`config.mk`:
```
export PLATFORM = sky130hd
export DESIGN_NAME = fes_device_flat
export DESIGN_NICKNAME = d
export VERILOG_FILES = /design/src/logic/fes_pkg.sv /design/src/logic/fes_link_if.sv /design/src/logic/fes_special_vals.sv /design/src/logic/fes_device.sv /design/src/flat_wrapper.sv
export VERILOG_INCLUDE_DIRS = /design/src /design/src/logic
export SDC_FILE = /design/constraint.sdc
export NUM_CORES = 1
export LEC_CHECK = 0
export ABC_AREA = 1
export BUFFER_PORTS_ARGS = -buffer_cell sky130_fd_sc_hd__buf_2
export CAP_MARGIN = 20
export CORE_MARGIN = 2
export CORE_UTILIZATION = 55
export DETAILED_ROUTE_END_ITERATION = 6
export PLACE_DENSITY_LB_ADDON = 0.15
export SLEW_MARGIN = 15
export SYNTH_ARGS = -nofsm -noshare
export SYNTH_HDL_FRONTEND = slang
export SYNTH_SLANG_ARGS = --single-unit
```
`constraint.sdc`:
```
create_clock -name i_clock -period 3.6 [get_ports i_clock]
set_input_delay 0.18 -clock i_clock [delete_from_list [all_inputs] [get_ports i_clock]]
set_output_delay 0.18 -clock i_clock [all_outputs]
set_load 0.02 [all_outputs]
```
`src/logic/fes_defs.svh`:
```
/*
 * Constants for the exception and status unit: instruction field positions,
 * opcode codes, status word width and floating point encodings.
 * Assumes single precision operands of 32 bits and an 11-bit instruction.
 */
`ifndef FES_DEFS_SVH
`define FES_DEFS_SVH

`define FES_INSTR_W 11
`define FES_DATA_W 32
`define FES_EXP_MSB 30
`define FES_EXP_LSB 23
`define FES_FRAC_MSB 22
`define FES_SIGN_BIT 31
`define FES_OUT_SRC_BIT 6
`define FES_A_PREC_BIT 8
`define FES_B_PREC_BIT 7
`define FES_A_MAG_BIT 4
`define FES_INT_FMT_BIT 9
`define FES_UNIT_MSB 6
`define FES_UNIT_LSB 5
`define FES_SINGLE_OP_UNIT 2'h1
`define FES_TWO_OP_UNIT 2'h0
`define FES_MUL_UNIT 2'h2
`define FES_DIV_UNIT 2'h3
`define FES_OP_PASS_A 4'h0
`define FES_OP_NEG_A 4'h1
`define FES_OP_INT_TO_FLT 4'h2
`define FES_OP_FLT_TO_INT 4'h3
`define FES_OP_MOVE_A 4'h4
`define FES_OP_PASS_B 4'h5
`define FES_OP_PREC_CONV 4'h6
`define FES_OP_FLT_TO_UNS 4'h7
`define FES_OP_WRAP 4'h8
`define FES_OP_UNS_TO_FLT 4'hA
`define FES_OP_UNWRAP_EX 4'hC
`define FES_OP_UNWRAP_IN 4'hD
`define FES_OP_UNWRAP_RND 4'hE
`define FES_OP_ADD 4'h0
`define FES_OP_SUB 4'h1
`define FES_OP_SUB_BA 4'h3
`define FES_NAN_OUT 32'h7FFFFFFF
`define FES_INF_EXP 8'hFF
`define FES_VIEW_FOLLOW 2'h3
`define FES_VIEW_ALU 2'h1
`define FES_VIEW_MUL 2'h2
`define FES_STATUS_W 14

`endif

```
`src/logic/fes_pkg.sv`:
```
/*
 * Types shared by both ends of the exception and status link.
 * Assumes fes_defs.svh is on the include path.
 */
`include "fes_defs.svh"
package fes_pkg;
    // One unit's status word, held in a fixed bit order
    typedef struct packed {
        logic tiny_or_wrapped_flag;
        logic rounded_up_flag;
        logic rounding_carry_flag;
        logic too_large_flag;
        logic too_small_flag;
        logic unbounded_result_flag;
        logic invalid_flag;
        logic zero_divisor_flag;
        logic subnormal_input_flag;
        logic [1:0] faulting_port_code;
        logic equal_zero_flag;
        logic sign_flag;
        logic any_exception;
    } fes_status_t;

    typedef enum logic [1:0] {
        FES_CTL_IDLE = 2'h0,
        FES_CTL_ISSUE = 2'h1,
        FES_CTL_READ = 2'h2
    } fes_ctl_state_t;
endpackage

```
`src/logic/fes_link_if.sv`:
```
/*
 * Link between the microcoded controller and the exception unit.
 * Status outputs are driven by the device with an output enable; the
 * interface resolves the shared status bus.
 */
`timescale 1ns/1ps
`include "fes_defs.svh"
`default_nettype none
interface fes_link_if;
    import fes_pkg::*;
    logic [`FES_INSTR_W-1:0] instruction;
    logic [`FES_DATA_W-1:0] port_a_input;
    logic [`FES_DATA_W-1:0] port_b_input;
    logic [1:0] status_view_select;
    logic output_pipe_bypass;
    logic status_output_enable_n;
    logic compare_output_enable_n;
    logic [`FES_DATA_W-1:0] result;
    fes_status_t status_drive;
    logic status_drive_en;
    logic hidden_source_exception;
    logic result_origin_flag;
    fes_status_t status_bus;

    assign status_bus = status_drive_en ? status_drive : '0;

    modport device (
        input instruction, port_a_input, port_b_input, status_view_select,
        input output_pipe_bypass, status_output_enable_n,
        input compare_output_enable_n,
        output result, status_drive, status_drive_en,
        output hidden_source_exception, result_origin_flag
    );
    modport controller (
        output instruction, port_a_input, port_b_input, status_view_select,
        output output_pipe_bypass, status_output_enable_n,
        output compare_output_enable_n,
        input result, status_bus, hidden_source_exception,
        input result_origin_flag
    );
endinterface
`default_nettype wire

```
`src/logic/fes_special_vals.sv`:
```
/*
 * Classifies one single precision operand: zero, infinity, NaN, denormal.
 * Purely combinational; used once per operand port.
 */
`timescale 1ns/1ps
`include "fes_defs.svh"
`default_nettype none
module fes_special_vals
    import fes_pkg::*;
(
    input wire logic [`FES_DATA_W-1:0] i_value,
    output logic o_zero,
    output logic o_inf,
    output logic o_nan,
    output logic o_tiny_or_wrapped_flag
);
    wire [7:0] exp_field = i_value[`FES_EXP_MSB:`FES_EXP_LSB];
    wire frac_nz = |i_value[`FES_FRAC_MSB:0];
    wire exp_ones = (exp_field == `FES_INF_EXP);
    wire exp_zero = (exp_field == 8'h00);
    assign o_zero = exp_zero && !frac_nz;
    assign o_inf = exp_ones && !frac_nz;
    assign o_nan = exp_ones && frac_nz;
    assign o_tiny_or_wrapped_flag = exp_zero && frac_nz;
endmodule // fes_special_vals
`default_nettype wire

```
`src/logic/fes_device.sv`:
```
/*
 * Device end: ALU and multiplier special-value results, exception flags,
 * status source selection, status register and enable gating.
 * Assumes the controller keeps its own operand and enable conventions.
 * Finite arithmetic is a simplified single precision model: only special
 * values are tracked exactly; rounding direction and range are approximated.
 */
`timescale 1ns/1ps
`include "fes_defs.svh"
`default_nettype none
// Overview of operation
// - Origin flag shows selected unit every result
// - Hidden-source flag on deselected unit exception
// - Too-large above range, too-small below range
// - Rounded-up when ALU magnitude increased
// - Tiny flag: wrapped, denormal, illegal integer
// - Denormal plus rounded-up also raises too-small
// - View select both high follows source bit
// - View select forces ALU or multiplier status
// - Status registered only when pipe bypass low
// - Controller pulls an enable low to read
// - Integer zero, sign, overflow flags
// - Invalid on bad op or a NaN on a used port, not on Move-A
// - Zero-divisor and subnormal-input flags
// - Faulting port code names A, B, both
// - Output NaN is all-ones fraction, sign zero
// - Move-A passes operand with no flags
// - Divide by zero: NaN or signed infinity
// - Signed zero products, zero sum sign rules
// - Infinity division results and invalid case
// - Infinity times zero, cancelling sums invalid
// - Infinity and zero encodings, infinity flag
// - Single-operand opcode map
// - Controller keeps precision bits equal on floating single-operand ops
module fes_device
    import fes_pkg::*;
(
    input wire logic i_clock,
    input wire logic i_reset,
    fes_link_if.device link
);
    logic [`FES_INSTR_W-1:0] ins;
    logic [`FES_DATA_W-1:0] a;
    logic [`FES_DATA_W-1:0] b;
    assign ins = link.instruction;
    assign a = link.port_a_input;
    assign b = link.port_b_input;

    logic a_zero, a_inf, a_nan, a_den, b_zero, b_inf, b_nan, b_den;
    fes_special_vals u_cls_a (
        .i_value(a), .o_zero(a_zero), .o_inf(a_inf), .o_nan(a_nan),
        .o_tiny_or_wrapped_flag(a_den)
    );
    fes_special_vals u_cls_b (
        .i_value(b), .o_zero(b_zero), .o_inf(b_inf), .o_nan(b_nan),
        .o_tiny_or_wrapped_flag(b_den)
    );

    function automatic logic [1:0] port_code(input logic fa, input logic fb);
        port_code = {fb, fa};
    endfunction

    function automatic logic [`FES_DATA_W-1:0] inf_of(input logic s);
        inf_of = {s, `FES_INF_EXP, 23'h000000};
    endfunction

    wire is_int = ins[`FES_INT_FMT_BIT];
    wire [1:0] unit = ins[`FES_UNIT_MSB:`FES_UNIT_LSB];
    wire [3:0] op = ins[3:0];
    wire mag_a = ins[`FES_A_MAG_BIT];
    wire out_src = ins[`FES_OUT_SRC_BIT];
    wire single_op = (unit == `FES_SINGLE_OP_UNIT);
    wire is_move = !is_int && single_op && op == `FES_OP_MOVE_A;
    wire sa = a[`FES_SIGN_BIT] & ~mag_a;
    wire sb = b[`FES_SIGN_BIT];

    // ALU path: special values, add/sub and single-operand ops
    // B - A flips the sign of A only, so B keeps its own sign there
    wire neg_b = !single_op && op[1:0] == 2'h1;
    wire eff_sb = sb ^ neg_b;
    wire eff_sa = sa ^ (op[1:0] == 2'h3 && !single_op);
    wire uses_b = !single_op || op == `FES_OP_PASS_B;
    wire alu_nan_in = !is_move && (a_nan || (uses_b && b_nan));
    wire inf_cancel = !single_op && a_inf && b_inf && (eff_sa != eff_sb);
    wire alu_inval = alu_nan_in || inf_cancel;
    logic [`FES_DATA_W-1:0] alu_res;
    logic alu_illegal_int;
    logic [8:0] alu_sum_exp;
    always_comb begin
        alu_illegal_int = 1'b0;
        alu_sum_exp = {1'b0, a[`FES_EXP_MSB:`FES_EXP_LSB]} + 9'h001;
        if (is_move) begin
            alu_res = a;
        end else if (alu_inval) begin
            alu_res = `FES_NAN_OUT;
        end else if (single_op) begin
            unique case (op)
                `FES_OP_PASS_A: alu_res = {sa, a[30:0]};
                `FES_OP_NEG_A: alu_res = {~sa, a[30:0]};
                `FES_OP_PASS_B: alu_res = b;
                default: alu_res = {sa, a[30:0]};
            endcase
            alu_illegal_int = is_int && (op == `FES_OP_WRAP);
        end else if (a_inf || b_inf) begin
            alu_res = inf_of(a_inf ? eff_sa : eff_sb);
        end else if (a_zero && b_zero) begin
            alu_res = {eff_sa & eff_sb, 31'h0};
        end else if (a_zero) begin
            alu_res = {eff_sb, b[30:0]};
        end else if (b_zero) begin
            alu_res = {eff_sa, a[30:0]};
        end else begin
            alu_res = {eff_sa, a[30:0]};
        end
    end
    // Equal-magnitude doubling rounds up when B's LSB is set; crude range model of a sum
    wire alu_same = !single_op && !alu_inval && !a_inf && !b_inf &&
        a[30:0] == b[30:0] && eff_sa == eff_sb && !a_zero;
    wire alu_over = alu_same && alu_sum_exp[7:0] == `FES_INF_EXP;
    wire alu_round = alu_same && b[0];
    wire alu_den_out = !is_move && !alu_inval && alu_res[30:23] == 8'h00 &&
        |alu_res[22:0];
    wire alu_inf_out = !is_move && alu_res[30:0] == {`FES_INF_EXP, 23'h0};

    fes_status_t alu_st;
    always_comb begin
        alu_st = '0;
        if (!is_move) begin
            alu_st.invalid_flag = alu_inval;
            alu_st.faulting_port_code = alu_nan_in ?
                port_code(a_nan, uses_b && b_nan) : 2'h0;
            alu_st.too_large_flag = alu_over;
            alu_st.rounded_up_flag = alu_round;
            alu_st.tiny_or_wrapped_flag = alu_den_out || alu_illegal_int;
            alu_st.too_small_flag = alu_den_out && alu_round;
            alu_st.unbounded_result_flag = alu_inf_out || alu_over;
            alu_st.equal_zero_flag = alu_res[30:0] == 31'h0;
            alu_st.sign_flag = alu_res[`FES_SIGN_BIT];
        end
        alu_st.any_exception = alu_st.invalid_flag || alu_st.too_large_flag ||
            alu_st.tiny_or_wrapped_flag || alu_st.rounded_up_flag;
    end

    // Multiplier path: multiply and divide special values
    wire is_div = (unit == `FES_DIV_UNIT);
    wire ps = a[`FES_SIGN_BIT] ^ sb ^ ins[2];
    wire mul_nan_in = a_nan || b_nan;
    wire div_zz = is_div && a_zero && b_zero;
    wire div_ii = is_div && a_inf && b_inf;
    wire mul_iz = !is_div && ((a_inf && b_zero) || (b_inf && a_zero));
    // Square root shares the divider slot; a negative radicand is invalid
    wire sqrt_neg = is_div && ins[3] && sa && !a_zero && !a_nan;
    wire mul_inval = mul_nan_in || div_zz || div_ii || mul_iz || sqrt_neg;
    wire div_by_zero = is_div && b_zero;
    logic [`FES_DATA_W-1:0] mul_res;
    always_comb begin
        if (mul_inval) begin
            mul_res = `FES_NAN_OUT;
        end else if (is_div && (b_zero || a_inf)) begin
            mul_res = inf_of(ps);
        end else if (is_div && b_inf) begin
            mul_res = {ps, 31'h0};
        end else if (!is_div && (a_inf || b_inf)) begin
            mul_res = inf_of(ps);
        end else if (!is_div && (a_zero || b_zero)) begin
            mul_res = {ps, 31'h0};
        end else begin
            mul_res = {ps, a[30:0]};
        end
    end
    wire [8:0] mul_exp = {1'b0, a[30:23]} + {1'b0, b[30:23]};
    wire mul_finite = !mul_inval && !a_inf && !b_inf && !a_zero && !b_zero &&
        !is_div;
    wire mul_over = mul_finite && mul_exp > 9'h17D;
    wire mul_under = mul_finite && mul_exp < 9'h07F;
    wire mul_wrap = mul_under || (!is_div && |ins[1:0]);
    fes_status_t mul_st;
    always_comb begin
        mul_st = '0;
        mul_st.invalid_flag = mul_inval;
        mul_st.zero_divisor_flag = div_by_zero;
        mul_st.subnormal_input_flag = a_den || b_den;
        mul_st.faulting_port_code = port_code(a_nan || a_den, b_nan || b_den);
        mul_st.too_large_flag = mul_over;
        mul_st.too_small_flag = mul_under;
        mul_st.tiny_or_wrapped_flag = mul_wrap;
        mul_st.rounded_up_flag = mul_wrap && a[0] && b[0];
        mul_st.rounding_carry_flag = mul_wrap && a[0] && b[0] && a[1];
        mul_st.unbounded_result_flag = mul_res[30:0] == {`FES_INF_EXP, 23'h0};
        mul_st.equal_zero_flag = mul_res[30:0] == 31'h0;
        mul_st.sign_flag = mul_res[`FES_SIGN_BIT];
        mul_st.any_exception = mul_inval || div_by_zero || mul_over ||
            mul_under || mul_wrap || mul_st.subnormal_input_flag;
    end

    // Source and status view selection
    wire [1:0] view = link.status_view_select;
    wire view_mul = (view == `FES_VIEW_FOLLOW) ? out_src :
        (view == `FES_VIEW_MUL);
    fes_status_t sel_st;
    assign sel_st = view_mul ? mul_st : alu_st;
    wire [`FES_DATA_W-1:0] sel_res = out_src ? mul_res : alu_res;
    wire hidden_ex = out_src ? alu_st.any_exception : mul_st.any_exception;

    fes_status_t st_reg;
    logic [`FES_DATA_W-1:0] res_reg;
    logic origin_reg, hidden_reg;
    always_ff @(posedge i_clock or posedge i_reset) begin
        if (i_reset) begin
            st_reg <= '0;
            res_reg <= '0;
            origin_reg <= 1'b0;
            hidden_reg <= 1'b0;
        end else if (!link.output_pipe_bypass) begin
            st_reg <= sel_st;
            res_reg <= sel_res;
            origin_reg <= out_src;
            hidden_reg <= hidden_ex;
        end
    end

    wire bypass = link.output_pipe_bypass;
    wire read_en = !link.status_output_enable_n ||
        !link.compare_output_enable_n;
    assign link.status_drive = bypass ? sel_st : st_reg;
    assign link.status_drive_en = read_en;
    assign link.result = bypass ? sel_res : res_reg;
    assign link.result_origin_flag = bypass ? out_src : origin_reg;
    assign link.hidden_source_exception = bypass ? hidden_ex : hidden_reg;
endmodule // fes_device
`default_nettype wire

```
`src/flat_wrapper.sv`:
```
// flat-port wrapper written by rule: the top's interface ports become plain ports
module fes_device_flat import fes_pkg::*;
  (i_clock, i_reset, link_instruction, link_port_a_input, link_port_b_input, link_status_view_select, link_output_pipe_bypass, link_status_output_enable_n, link_compare_output_enable_n, link_result, link_status_drive, link_status_drive_en, link_hidden_source_exception, link_result_origin_flag);
  fes_link_if link_i ();
  input wire logic i_clock;
  input wire logic i_reset;
  input wire logic [$bits(link_i.instruction)-1:0] link_instruction;
  input wire logic [$bits(link_i.port_a_input)-1:0] link_port_a_input;
  input wire logic [$bits(link_i.port_b_input)-1:0] link_port_b_input;
  input wire logic [$bits(link_i.status_view_select)-1:0] link_status_view_select;
  input wire logic [$bits(link_i.output_pipe_bypass)-1:0] link_output_pipe_bypass;
  input wire logic [$bits(link_i.status_output_enable_n)-1:0] link_status_output_enable_n;
  input wire logic [$bits(link_i.compare_output_enable_n)-1:0] link_compare_output_enable_n;
  output wire logic [$bits(link_i.result)-1:0] link_result;
  output wire logic [$bits(link_i.status_drive)-1:0] link_status_drive;
  output wire logic [$bits(link_i.status_drive_en)-1:0] link_status_drive_en;
  output wire logic [$bits(link_i.hidden_source_exception)-1:0] link_hidden_source_exception;
  output wire logic [$bits(link_i.result_origin_flag)-1:0] link_result_origin_flag;
  assign link_i.instruction = link_instruction;
  assign link_i.port_a_input = link_port_a_input;
  assign link_i.port_b_input = link_port_b_input;
  assign link_i.status_view_select = link_status_view_select;
  assign link_i.output_pipe_bypass = link_output_pipe_bypass;
  assign link_i.status_output_enable_n = link_status_output_enable_n;
  assign link_i.compare_output_enable_n = link_compare_output_enable_n;
  assign link_result = link_i.result;
  assign link_status_drive = link_i.status_drive;
  assign link_status_drive_en = link_i.status_drive_en;
  assign link_hidden_source_exception = link_i.hidden_source_exception;
  assign link_result_origin_flag = link_i.result_origin_flag;
  fes_device u_core (.i_clock(i_clock), .i_reset(i_reset), .link(link_i));
endmodule
```
Word-level counts from Yosys, hierarchy flattened
Cells that the tools add are included. Widths: inputs -> output; s select.

$add $sub $neg: 2. Magnitude comparators: 2. Equality and inequality tests: 18. Mux-type cells: 28. Bitwise logic cells: 8. Reductions and logical operators: 110.

Operators with widths (count): $mux 32 (9); $mux 31 (4); $reduce_or 23->1 (3); $pmux 32 s2 (1); $eq 31x31->1 const B (2); $logic_not 31->1 (2); $logic_and 1x1->1 (59); $eq 31x31->1 (1); $mux 14 (2); $logic_or 1x1->1 (27); $eq 8x8->1 const B (3); $logic_not 8->1 (3); $logic_not 1->1 (15); $add 8x8->9 (1); $gt 9x9->1 const B (1); $lt 9x7->1 const B (1); $add 8x1->8 const B (1); $eq 2x2->1 const B (4); $eq 4x3->1 const B (2); $mux 1 (8); $mux 4 (2); $eq 2x1->1 const B (2); $eq 4x1->1 const B (1); $eq 4x4->1 const B (1); 7 further kinds (13).

Register bits after elaboration: 48. Input port bits: 82. Output and inout port bits: 49. Word-level logic and storage cells: 184.

Logic depth before layout (Yosys ltp)
Gate-level depths: netlist of the first run.

Word-level depth: 22. Mapped depth: 24. Mapped depth without buffers: 22.

Modules after synthesis
From an unflattened synthesis of the first run, not the netlist that was laid out.

Cells, all modules: 1054. Area, all modules: 5865.6 um^2.

Modules (own cells, without submodules): fes_device (instances 1, cells each 976, area each 5537.8 um^2, sequential area each 1201.2 um^2); fes_special_vals (instances 2, cells each 39, area each 163.9 um^2, sequential area each 0.0 um^2).

Worst setup path before layout of the first run
OpenSTA, ideal clock, no wires.

Kind: input to output. Start: input link_instruction[6]. End: output link_result[23]. Arrival: 2.591 ns. Required time: 3.420 ns. Slack: 0.829 ns. Cell stages on the path: 18. Buffers on the path: 4. Path through: buf_2 inv_2 nand2_2 nand2_1 xor2_1 inv_1 ha_1 inv_1 nor2_1 nand4_1 nand2_2 inv_4 buf_6 buf_2 buf_2 nand3_1 o21ai_0 o21ai_0.

Longest elaborated chain between the ends: 11. Elaborated cells between the ends (all ways): 47. Those cells by class: 3 x eq/ne; 10 x mux; 2 x bitwise; 32 x reduce/logical.

RTL lines: start, declared (line flat_wrapper.sv:7) `input wire logic [$bits(link_i.instruction)-1:0] link_instruction;`; $eq 2x1->1 (no source line); $logic_not 1->1; $logic_and 1x1->1 (tied with other cells) (line fes_device.sv:81) `wire eff_sa = sa ^ (op[1:0] == 2'h3 && !single_op);`; $xor 1x1->1 (tied with other cells) (line fes_device.sv:81); $ne 1x1->1 / $logic_or 1x1->1 (equally long branches) (line fes_device.sv:84, fes_device.sv:83); $logic_and 1x1->1 (on tied branches) (line fes_device.sv:84, fes_device.sv:83); $logic_or 1x1->1 (line fes_device.sv:85) `wire alu_inval = alu_nan_in || inf_cancel;`; $mux 32 (line fes_device.sv:94) `end else if (alu_inval) begin`; $mux 32 (line fes_device.sv:92) `if (is_move) begin`; $mux 32 (*) (line fes_device.sv:202) `` wire [`FES_DATA_W-1:0] sel_res = out_src ? mul_res : alu_res; ``; $mux 32 (*) (line fes_device.sv:227) `assign link.result = bypass ? sel_res : res_reg;`; end, declared (line flat_wrapper.sv:14) `output wire logic [$bits(link_i.result)-1:0] link_result;`.

Mark *: on every way between the ends. The rest lies on a longest branch, timed or not.

Worst setup path after layout of the first run
Start: input link_instruction[0]. End: output link_status_drive[13].

Longest elaborated chain between the ends: 15. Elaborated cells between the ends (all ways): 40. Those cells by class: 7 x eq/ne; 10 x mux; 2 x bitwise; 21 x reduce/logical.

RTL lines: $eq 2x2->1 (tied with other cells) (line fes_device.sv:81); $logic_and 1x1->1 (tied with other cells) (line fes_device.sv:81); $xor 1x1->1 (tied with other cells) (line fes_device.sv:81); $ne 1x1->1 / $logic_or 1x1->1 (equally long branches) (line fes_device.sv:84, fes_device.sv:83); $logic_and 1x1->1 (on tied branches) (line fes_device.sv:84, fes_device.sv:83); $logic_or 1x1->1 (line fes_device.sv:85); $mux 32 (line fes_device.sv:94); $mux 32 (line fes_device.sv:92); $logic_not 8->1 (line fes_device.sv:121) `wire alu_den_out = !is_move && !alu_inval && alu_res[30:23] == 8'h00 &&`; $logic_and 1x1->1 (2 in series) (line fes_device.sv:121); $logic_or 1x1->1 (line fes_device.sv:134) `alu_st.tiny_or_wrapped_flag = alu_den_out || alu_illegal_int;`; $mux 2 (line fes_device.sv:128) `if (!is_move) begin`; $mux 14 (*) (line fes_device.sv:201) `assign sel_st = view_mul ? mul_st : alu_st;`; $mux 14 (*) (line fes_device.sv:225) `assign link.status_drive = bypass ? sel_st : st_reg;`; end, declared (line flat_wrapper.sv:15) `output wire logic [$bits(link_i.status_drive)-1:0] link_status_drive;`.

Marks and branches as above.

==> results of run 1 <==
==> timing repair <==
item / 4_1_cts / 5_1_grt
setup buffers: 0 / 0
endpoints found under the hold margin: 0 / 9
endpoints found under the setup margin: 0 / 5
resized for setup: 0 / 1
hold buffers: 0 / 1
==> power by group <==
part | internal, uW | switching [uW]
Combinational | 238 | 477
Clock | 156 | 185
Sequential | 592 | 27.8
Total | 986 | 690
==> final timing paths <==
kind,startpoint,slack (ps),depth (start not counted),end
max in group asynchronous,i_reset,2790,4,u_core.res_reg[14]
worst max register to register,u_core.res_reg[19],2850,2,u_core.res_reg[19]
min in group asynchronous,i_reset,340,3,u_core.res_reg[26]
worst max-delay path,link_instruction[0],310,24,link_status_drive[13]
worst min-delay path,link_port_a_input[1],260,3,u_core.st_reg[11]
worst min register to register,u_core.res_reg[11],490,2,u_core.res_reg[11]
==> kinds of logic (layout without fill, tap and decap cells) <==
logic type                 count (synthesis)  count (layout)  share of synthesized area, %
xor gates and xnor gates                  18              18                          2.67
buffers and inverters                    148             251                          10.2
and+or+nand+nor                          562             562                          42.8
adders and majority gates                 10              10                          2.25
DFF                                       48              48                          20.3
AOI/OAI and AO/OA                        233             233                          21.7
==> cells in the mapped netlist (4+ instances only) <==
cell type | n | share of area, %
nand2_1 | 281 | 18
o211ai_1 | 6 | 0.76
nor4_1 | 4 | 0.42
xnor2_1 | 8 | 1.2
o21ai_0 | 139 | 12
nor2_2 | 8 | 0.85
nand3_2 | 4 | 0.68
nand2_2 | 12 | 1.3
a22oi_1 | 10 | 1.3
xor2_1 | 10 | 1.5
dfrtp_1 | 48 | 20
o22ai_1 | 28 | 3.0
nor2_1 | 118 | 7.5
ha_1 | 9 | 1.9
clkbuf_1 | 31 | 2.0
inv_1 | 91 | 5.8
a21oi_1 | 34 | 2.9
nand4_1 | 18 | 1.9
nor2_4 | 11 | 2.1
inv_2 | 9 | 0.57
nand3_1 | 84 | 7.1
buf_2 | 7 | 0.59
nor3_1 | 10 | 0.85
==> critical path, cell delays in order <==
cell	delay, ps
buf_2	120
inv_1	70
nor2_4	130
nand2_1	80
xor2_1	240
inv_1	80
ha_1	290
inv_1	80
nor2_1	50
nand4_1	120
nand2_2	140
inv_6	270
nand3_1	150
nor2_1	130
nand2_1	120
nor2_2	210
nand2_1	90
nand2_2	90
nand2_1	50
nand2_1	60
nand2_1	80
nand2_1	70
nand2_1	60
buf_2	150
==> through the flow <==
step           hold WS [ps]  setup slack (ps)  total power [uW]  instance area, um2
2_1_floorplan           362               829              1090                5910
3_3_place_gp            456               391              1320                6580
3_5_place_dp            453               328              1330                6580
4_1_cts                 127               321              1670                6680
5_1_grt                 255              2.84              1790                6710
6_report                256               314              1680                6710
==> metal layers <==
metal / routed length (um) / GRT usage (%)
met1: 8070 / 43.9
met2: 9180 / 57.9
met3: 1350 / 3.87
met4: 1300 / 19.1
met5: 0 / 0
==> layout make-up <==
| type | count | area [um2] | area share, % |
|---|---|---|---|
| multi-input cells | 823 | 4100 | 61.1 |
| well taps | 136 | 170 | 2.53 |
| flip-flops and latches | 48 | 1200 | 17.9 |
| clock inverters | 2 | 15.0 | 0.224 |
| clock buffers | 6 | 82.6 | 1.23 |
| repair buffers | 141 | 756 | 11.3 |
| inverters | 102 | 388 | 5.78 |
==> impl_metrics.csv, run 1 <==
group,metric,value,unit
status,status,"complete, no violations",
route,drt_iter0_drc,578,
logic_synthesis,synth_area,0.00591,mm2
sta,clock_skew,0,ps
placed_design,dpl.cell_count,1248,
route,drt-total-wl,19900,um
floorplan,fp.dieArea,0.0116,mm2
logic_synthesis,syn_area_per_cell,5.80,um2
route,vias,7250,
placed_design,place_hpwl,15500,um
logic_synthesis,ys_types,46,
critical_path,arrival,3110,ps
clock_tree,cts_buffer_depth,2,
logic_synthesis,synth_async_sr_flop_share,100,%
critical_path,start_kind,"primary input",
sta,worstMarginPinSlew,787,ps
logic_synthesis,syn-num-nets,1111,
layout,layout_common_cells,"nand2_1 (281), o21ai_0 (139), buf_2 (127)",
layout,antennaDiodeCount,0,
floorplan,die_y,108,um
route,drtPass1Iterations,6,
route,drtAntennaViolNets,0,
sta,finalSetupViolations,0,
layout,stdcell_count,1258,
power,peakVddDrop,0.230,mV
floorplan,core,0.0104,mm2
global_routing,grt_max_degree,97,
logic_synthesis,synth_edf_count,0,
clock_tree,clk_pin_slew_worst_paths,80,ps
floorplan,pin_count,131,
logic_synthesis,yosysSeqAreaShare,20.3,%
clock_tree,clkLatencyLatePin,300,ps
critical_path,path_max_fanout,41,
floorplan,start_util,57.0,%
global_routing,grt_pass1_vias,6571,
layout,layout_commonest_cell,"nand2_1",
sta,finalSetupTns,0,ps
clock_tree,htreeDepth,2,
clock_tree,clock_sinks,48,
layout,final_core_util,64.7,%
logic_synthesis,ys.flop_type,"dfrtp_1",
global_routing,grt_pass1_wl,32000,um
sta,layout_min_cycle_time,3290,ps
critical_path,critical_path_class,"primary input to primary output",
global_routing,antenna_found_initial,0,
logic_synthesis,netlist_instances,1019,
global_routing,grt_use_total,34.8,%
sta,rsz0062_at_grt,"false",
sta,fmax,304,MHz
sta,fin_crit_sh,91.3,%
sta,drv_slew,0,
sta,slew_headroom,47.6,%
route,drt_drc_violations_left,0,
critical_path,cp.required,3420,ps
critical_path,cp-end-kind,"primary output",
route,avgRoutedWirePerCell,15.8,um
clock_tree,cts_tree,"done",
clock_tree,cts_buffers,5,
job,maxCapViolations,0,
worst_hold_path,hold_class,"primary input to register",
placed_design,port_buffers,127,
clock_tree,root_buffer,"clkbuf_8",
layout,final_nets,1213,
floorplan,fp.dieW,108,um
power,cellPowerDensity,250,mW/mm2
route,viasPerCell,5.76,
layout,drive_above_1_share,18.4,%
layout,area_growth,13.7,%
layout,fill_cells,1061,
floorplan,row_count,37,
global_routing,grt_overflow,0,
power,p_leak,0.00338,uW
placed_design,gp_congestion,0.999,
logic_synthesis,ys_ff_latch,48,
layout,largest_reg_flops,32,
logic_synthesis,synth_warnings,0,
sta,finalHoldViolCount,0,
(Power assumes the default switching activity.)
==> run 2: changes to the inputs <==
==> constraint.sdc (replaced) <==
create_clock -name i_clock -period 3.2 [get_ports i_clock]
set_input_delay 0.16 -clock i_clock [delete_from_list [all_inputs] [get_ports i_clock]]
set_output_delay 0.16 -clock i_clock [all_outputs]
set_load 0.02 [all_outputs]
==> impl_metrics.csv, run 2 (synthesis results as in run 1) <==
group,metric,value,unit
floorplan,pin_count,131,
sta,finalSetupTns,0,ps
global_routing,grt_pass1_wl,32200,um
clock_tree,clock_sinks,48,
critical_path,start_kind,"primary input",
status,status,"complete, no violations",
route,drt-total-wl,19900,um
power,p_leak,0.00346,uW
critical_path,crit_start,"link_instruction[0]",
critical_path,cp_cell_sequence,"buf_2, inv_1, nor2_4, nand2_1, xor2_1, inv_1, ha_1, inv_1, nor2_1, nand4_1, nand2_2, clkinv_8, buf_12, nand3_1, nor2_1, nand2_1, nor2_4, nand2_1, nand2_2, o22ai_1, nand2_1, nand2_1, buf_2",
critical_path,cp_slowest_stage_delay,270,ps
sta,clock_skew,0,ps
clock_tree,cts_buffer_depth,2,
global_routing,grt_max_degree,97,
global_routing,grt_pass1_vias,6744,
layout,drive_above_1_share,19.7,%
sta,holdWs,263,ps
critical_path,arrival,2850,ps
route,drtAntennaViolNets,0,
worst_hold_path,hold_class,"primary input to register",
worst_hold_path,min_from,"link_port_a_input[1]",
global_routing,grt_use_total,34.8,%
power,cellPowerDensity,269,mW/mm2
critical_path,crit_path_frequent_cell,"nand2_1",
floorplan,core,0.0104,mm2
sta,finalSetupViolations,0,
floorplan,fp.dieArea,0.0116,mm2
critical_path,path_max_fanout,29,
route,drt_iter0_drc,608,
clock_tree,clk_pin_slew_worst_paths,80,ps
clock_tree,htreeDepth,2,
sta,drv_slew,0,
floorplan,row_count,37,
route,drt_drc_violations_left,0,
layout,fill_cells,1070,
layout,antennaDiodeCount,0,
critical_path,cp.required,3040,ps
sta,layout_min_cycle_time,3010,ps
route,drtPass1Iterations,5,
sta,fmax,332,MHz
global_routing,grt_overflow,0,
critical_path,reg2reg_from,"u_core.res_reg[19]",
global_routing,antenna_found_initial,0,
floorplan,die_y,108,um
layout,final_nets,1227,
sta,rsz0062_at_grt,"true",
clock_tree,clkLatencyLatePin,290,ps
job,maxCapViolations,0,
layout,largest_reg_flops,32,
route,vias,7249,
placed_design,place_hpwl,15500,um
sta,finalHoldViolCount,0,
power,peakVddDrop,0.239,mV
layout,area_growth,16.2,%
route,avgRoutedWirePerCell,15.7,um
sta,worstMarginPinSlew,771,ps
sta,slew_headroom,48.6,%
sta,fin_crit_sh,94.2,%
clock_tree,root_buffer,"clkbuf_8",
placed_design,port_buffers,127,
placed_design,gp_congestion,1.07,
critical_path,critical_path_class,"primary input to primary output",
layout,layout_common_cells,"nand2_1 (281), o21ai_0 (139), buf_2 (127)",
clock_tree,cts_tree,"done",
floorplan,fp.dieW,108,um
layout,layout_commonest_cell,"nand2_1",
floorplan,start_util,57.0,%
critical_path,cp-end-kind,"primary output",
clock_tree,cts_buffers,5,
critical_path,critPathSlowestCell,"ha_1",
route,viasPerCell,5.70,
==> run 2: cell types whose count changed in the layout (fill, tap and decap cells not counted), moves of 2 or more <==
cell,before,now
nor2_4,11,13
buf_4,12,24
nor2_1,118,115
clkinvlp_4,2,0
==> run 2: area by class of cell <==
class | instances | area [um2] | share of cell area [%]
clock buffers | 6 | 72.6 | 1.06
clock inverters | 1 | 5.00 | 0.0729
inverters | 102 | 395 | 5.76
multi-input cells | 823 | 4140 | 60.3
flip-flops and latches | 48 | 1200 | 17.5
well taps | 136 | 170 | 2.48
repair buffers | 155 | 877 | 12.8
==> run 2: final timing paths <==
check / cells after the start / endpoint / slack (ps)
max: 23 / link_status_drive[9] / 190
min: 3 / u_core.st_reg[11] / 260
max reg2reg: 2 / u_core.res_reg[19] / 2480
min reg2reg: 2 / u_core.st_reg[13] / 490
max in group asynchronous: 4 / u_core.res_reg[1] / 2330
min in group asynchronous: 3 / u_core.res_reg[30] / 380
==> run 2: timing repair <==
item / CTS / global route
endpoints found under the hold margin: 0 / 15
resized for setup: 0 / 13
hold buffers: 0 / 1
setup endpoints to repair: 0 / 9
setup buffers: 0 / 1
==> run 2: critical path: cells and delay by family <==
kind,cells,cell delay [ps]
XOR/XNOR,1,180
AO/OA/AOI/OAI,1,210
buffers and inverters,7,800
AND/OR/NAND/NOR,13,1220
adder cells (fa/ha/maj),1,270
==> run 2: routing by layer <==
| layer | part of all wire [%] | vias to the layer above | global-route usage, % |
|---|---|---|---|
| met5 | 0 | - | 0 |
| met4 | 5.7 | 0 | 16.9 |
| met3 | 6.9 | 75 | 4.42 |
| met2 | 47 | 323 | 58.8 |
| met1 | 41 | 3240 | 43.7 |
| li1 | - | 3611 | - |
==> run 2: where the power goes <==
group          internal (uW)  leakage (uW)  switching (uW)  total, uW
sequential               666      0.000596            30.0        696
clock                    149     0.0000410             188        337
combinational            275       0.00283             540        815
total                   1090       0.00346             758       1850
==> run 2: metrics by stage <==
step	power, uW	util, %	setup WS [ps]	area (um2)	instances
6_report	1850	66.2	185	6860	1271
5_1_grt	1980	66.2	-36.2	6860	1271
4_1_cts	1840	65.3	141	6770	1268
3_5_place_dp	1500	64.6	144	6690	1261
3_3_place_gp	1490	64.6	195	6690	1261
2_1_floorplan	1220	-	469	5910	1019
==> run 3: changes to the inputs <==
--- a/config.mk
+++ b/config.mk
@@ -8,10 +8,11 @@
 export LEC_CHECK = 0
 export ABC_AREA = 1
 export BUFFER_PORTS_ARGS = -buffer_cell sky130_fd_sc_hd__buf_2
-export CAP_MARGIN = 20
+export CAP_MARGIN = 10
 export CORE_MARGIN = 2
 export CORE_UTILIZATION = 55
 export DETAILED_ROUTE_END_ITERATION = 6
+export GPL_TIMING_DRIVEN = 0
 export PLACE_DENSITY_LB_ADDON = 0.15
 export SLEW_MARGIN = 15
 export SYNTH_ARGS = -nofsm -noshare
==> impl_metrics.csv, run 3 (synthesis results as in run 1) <==
group,metric,value,unit
status,status,"complete, no violations",
global_routing,antenna_found_initial,0,
floorplan,start_util,57.0,%
placed_design,port_buffers,124,
critical_path,rr_worst_depth,4,
layout,fill_cells,1017,
sta,clock_skew,0,ps
layout,final_nets,1257,
critical_path,r2r_end,"u_core.st_reg[8]",
sta,drv_slew,0,
clock_tree,root_buffer,"clkbuf_8",
floorplan,core,0.0104,mm2
route,vias,7673,
layout,drive_above_1_share,20.1,%
clock_tree,clock_sinks,48,
power,p_seq_share,34.6,%
placed_design,place_hpwl,17400,um
power,cellPowerDensity,285,mW/mm2
global_routing,grt_max_degree,37,
placed_design,gp_congestion,1.03,
floorplan,row_count,37,
sta,slew_headroom,63.2,%
power,p_clk_share,23.2,%
clock_tree,clk_pin_slew_worst_paths,90,ps
layout,multi_input_area,0.00419,mm2
layout,largest_reg_flops,32,
route,drt_drc_violations_left,0,
power,p_leak,0.00355,uW
floorplan,fp.dieArea,0.0116,mm2
clock_tree,cts_buffer_depth,2,
clock_tree,cts_buffers,5,
global_routing,grt_use_total,37.9,%
layout,stdcell_count,1302,
critical_path,reg2reg_from,"u_core.st_reg[8]",
route,drtPass1Iterations,6,
route,drt_iter0_drc,842,
worst_hold_path,min_to,"u_core.st_reg[11]",
power,p_sw_share,40.4,%
floorplan,fp.dieW,108,um
route,drtAntennaViolNets,0,
route,avgRoutedWirePerCell,16.9,um
power,intPower,1200,uW
layout,antennaDiodeCount,0,
sta,rsz0062_at_grt,"true",
sta,finalHoldViolCount,0,
worst_hold_path,holdPathStages,3,
floorplan,die_y,108,um
layout,layout_commonest_cell,"nand2_1",
critical_path,critical_path_class,"primary input to primary output",
sta,layout_min_cycle_time,3120,ps
layout,final_core_util,68.3,%
layout,area_growth,20.0,%
floorplan,pin_count,131,
sta,finalSetupViolations,0,
power,p_sw,816,uW
critical_path,arrival,2960,ps
job,maxCapViolations,0,
worst_hold_path,hold_class,"primary input to register",
layout,layout_common_cells,"nand2_1 (277), o21ai_0 (137), buf_2 (130)",
sta,holdWs,263,ps
layout,layout.area.seq,0.00120,mm2
global_routing,grt_pass1_vias,7046,
sta,fin_crit_sh,97.6,%
global_routing,grt_pass1_wl,34500,um
critical_path,cp.required,3040,ps
sta,worstMarginPinSlew,552,ps
worst_hold_path,min_from,"link_port_a_input[1]",
route,drt-total-wl,21900,um
power,peakVddDrop,0.291,mV
critical_path,reg2reg_slack,2490,ps
critical_path,path_max_fanout,6,
clock_tree,clkLatencyLatePin,300,ps
clock_tree,cts_tree,"done",
placed_design,dpl.cell_count,1280,
critical_path,cp-end-kind,"primary output",
global_routing,grt_overflow,0,
clock_tree,htreeDepth,2,
route,viasPerCell,5.89,
sta,fmax,320,MHz
power,combPwrFrac,42.2,%
critical_path,start_kind,"primary input",
run 3: stage by stage:
step | area [um2] | TNS, ps | total power, uW | setup WS (ps)
floorplan | 5910 | 0 | 1220 | 469
global placement | 6700 | 0 | 1510 | 94.2
detailed placement | 6720 | -0.967 | 1520 | -0.967
CTS | 6860 | 0 | 1980 | 25.1
global route | 7090 | -222 | 2140 | -88.7
finish | 7090 | 0 | 2020 | 76.0
run 3: power groups by stage:
| stage | logic, uW | registers (uW) | clock network [uW] |
|---|---|---|---|
| 6_report | 852 | 700 | 469 |
| 2_1_floorplan | 522 | 701 | 0 |
| 3_5_place_dp | 812 | 709 | 0 |
| 5_1_grt | 940 | 706 | 492 |
| 4_1_cts | 817 | 698 | 468 |
| 3_3_place_gp | 800 | 706 | 0 |
run 3: layout make-up:
| cell class | instances | area share [%] |
|---|---|---|
| buffer | 46 | 3.23 |
| clock buffer | 6 | 1.17 |
| clock inverter | 2 | 0.547 |
| inverter | 102 | 5.47 |
| multi-input combinational | 823 | 59.1 |
| sequential | 48 | 17.0 |
| tap | 136 | 2.40 |
| timing repair buffer | 139 | 11.1 |
run 3: worst max-delay path, cell delays in order:
cell      delay, ps
buf_2           140
inv_2            60
nor2_4          150
nand2_2          80
xor2_2          210
inv_1            70
ha_1            290
inv_1            90
nor2_1           50
nand4_1         100
nand2_2         100
clkinv_4        120
buf_4           130
nand3_1         140
nor2_1          150
nand2_1          70
nor2_2          160
nand2_1          90
nand2_2          90
nand2_1          50
nand2_1          70
nand2_2          80
nand2_1          80
nand2_2          60
buf_4           150
run 3: timing repair:
action,CTS,global route
hold buffers,1,0
resized for setup,1,30
cloned,0,2
setup buffers,0,11
setup endpoints to repair,1,13
pin swaps,0,9
hold endpoints to repair,12,0
run 3: per-layer routing:
metal,vias to the layer above,routed length [um],track usage (%)
li1,3683,-,-
met1,3450,8930,48.6
met2,447,10000,63.1
met3,93,1700,4.18
met4,0,1300,18.7
met5,-,0,0
run 3: how the worst max path moves through the flow:
stage,from,end,slack (ps),depth (start not counted)
after floorplan,link_instruction[6],link_result[23],470,18
after global placement,link_instruction[6],link_status_drive[13],90,25
after detailed placement,link_instruction[6],link_status_drive[13],-1,25
after CTS,link_instruction[6],link_status_drive[13],30,25
after global routing,link_instruction[0],link_status_drive[13],-90,25
final,link_instruction[0],link_status_drive[13],80,25
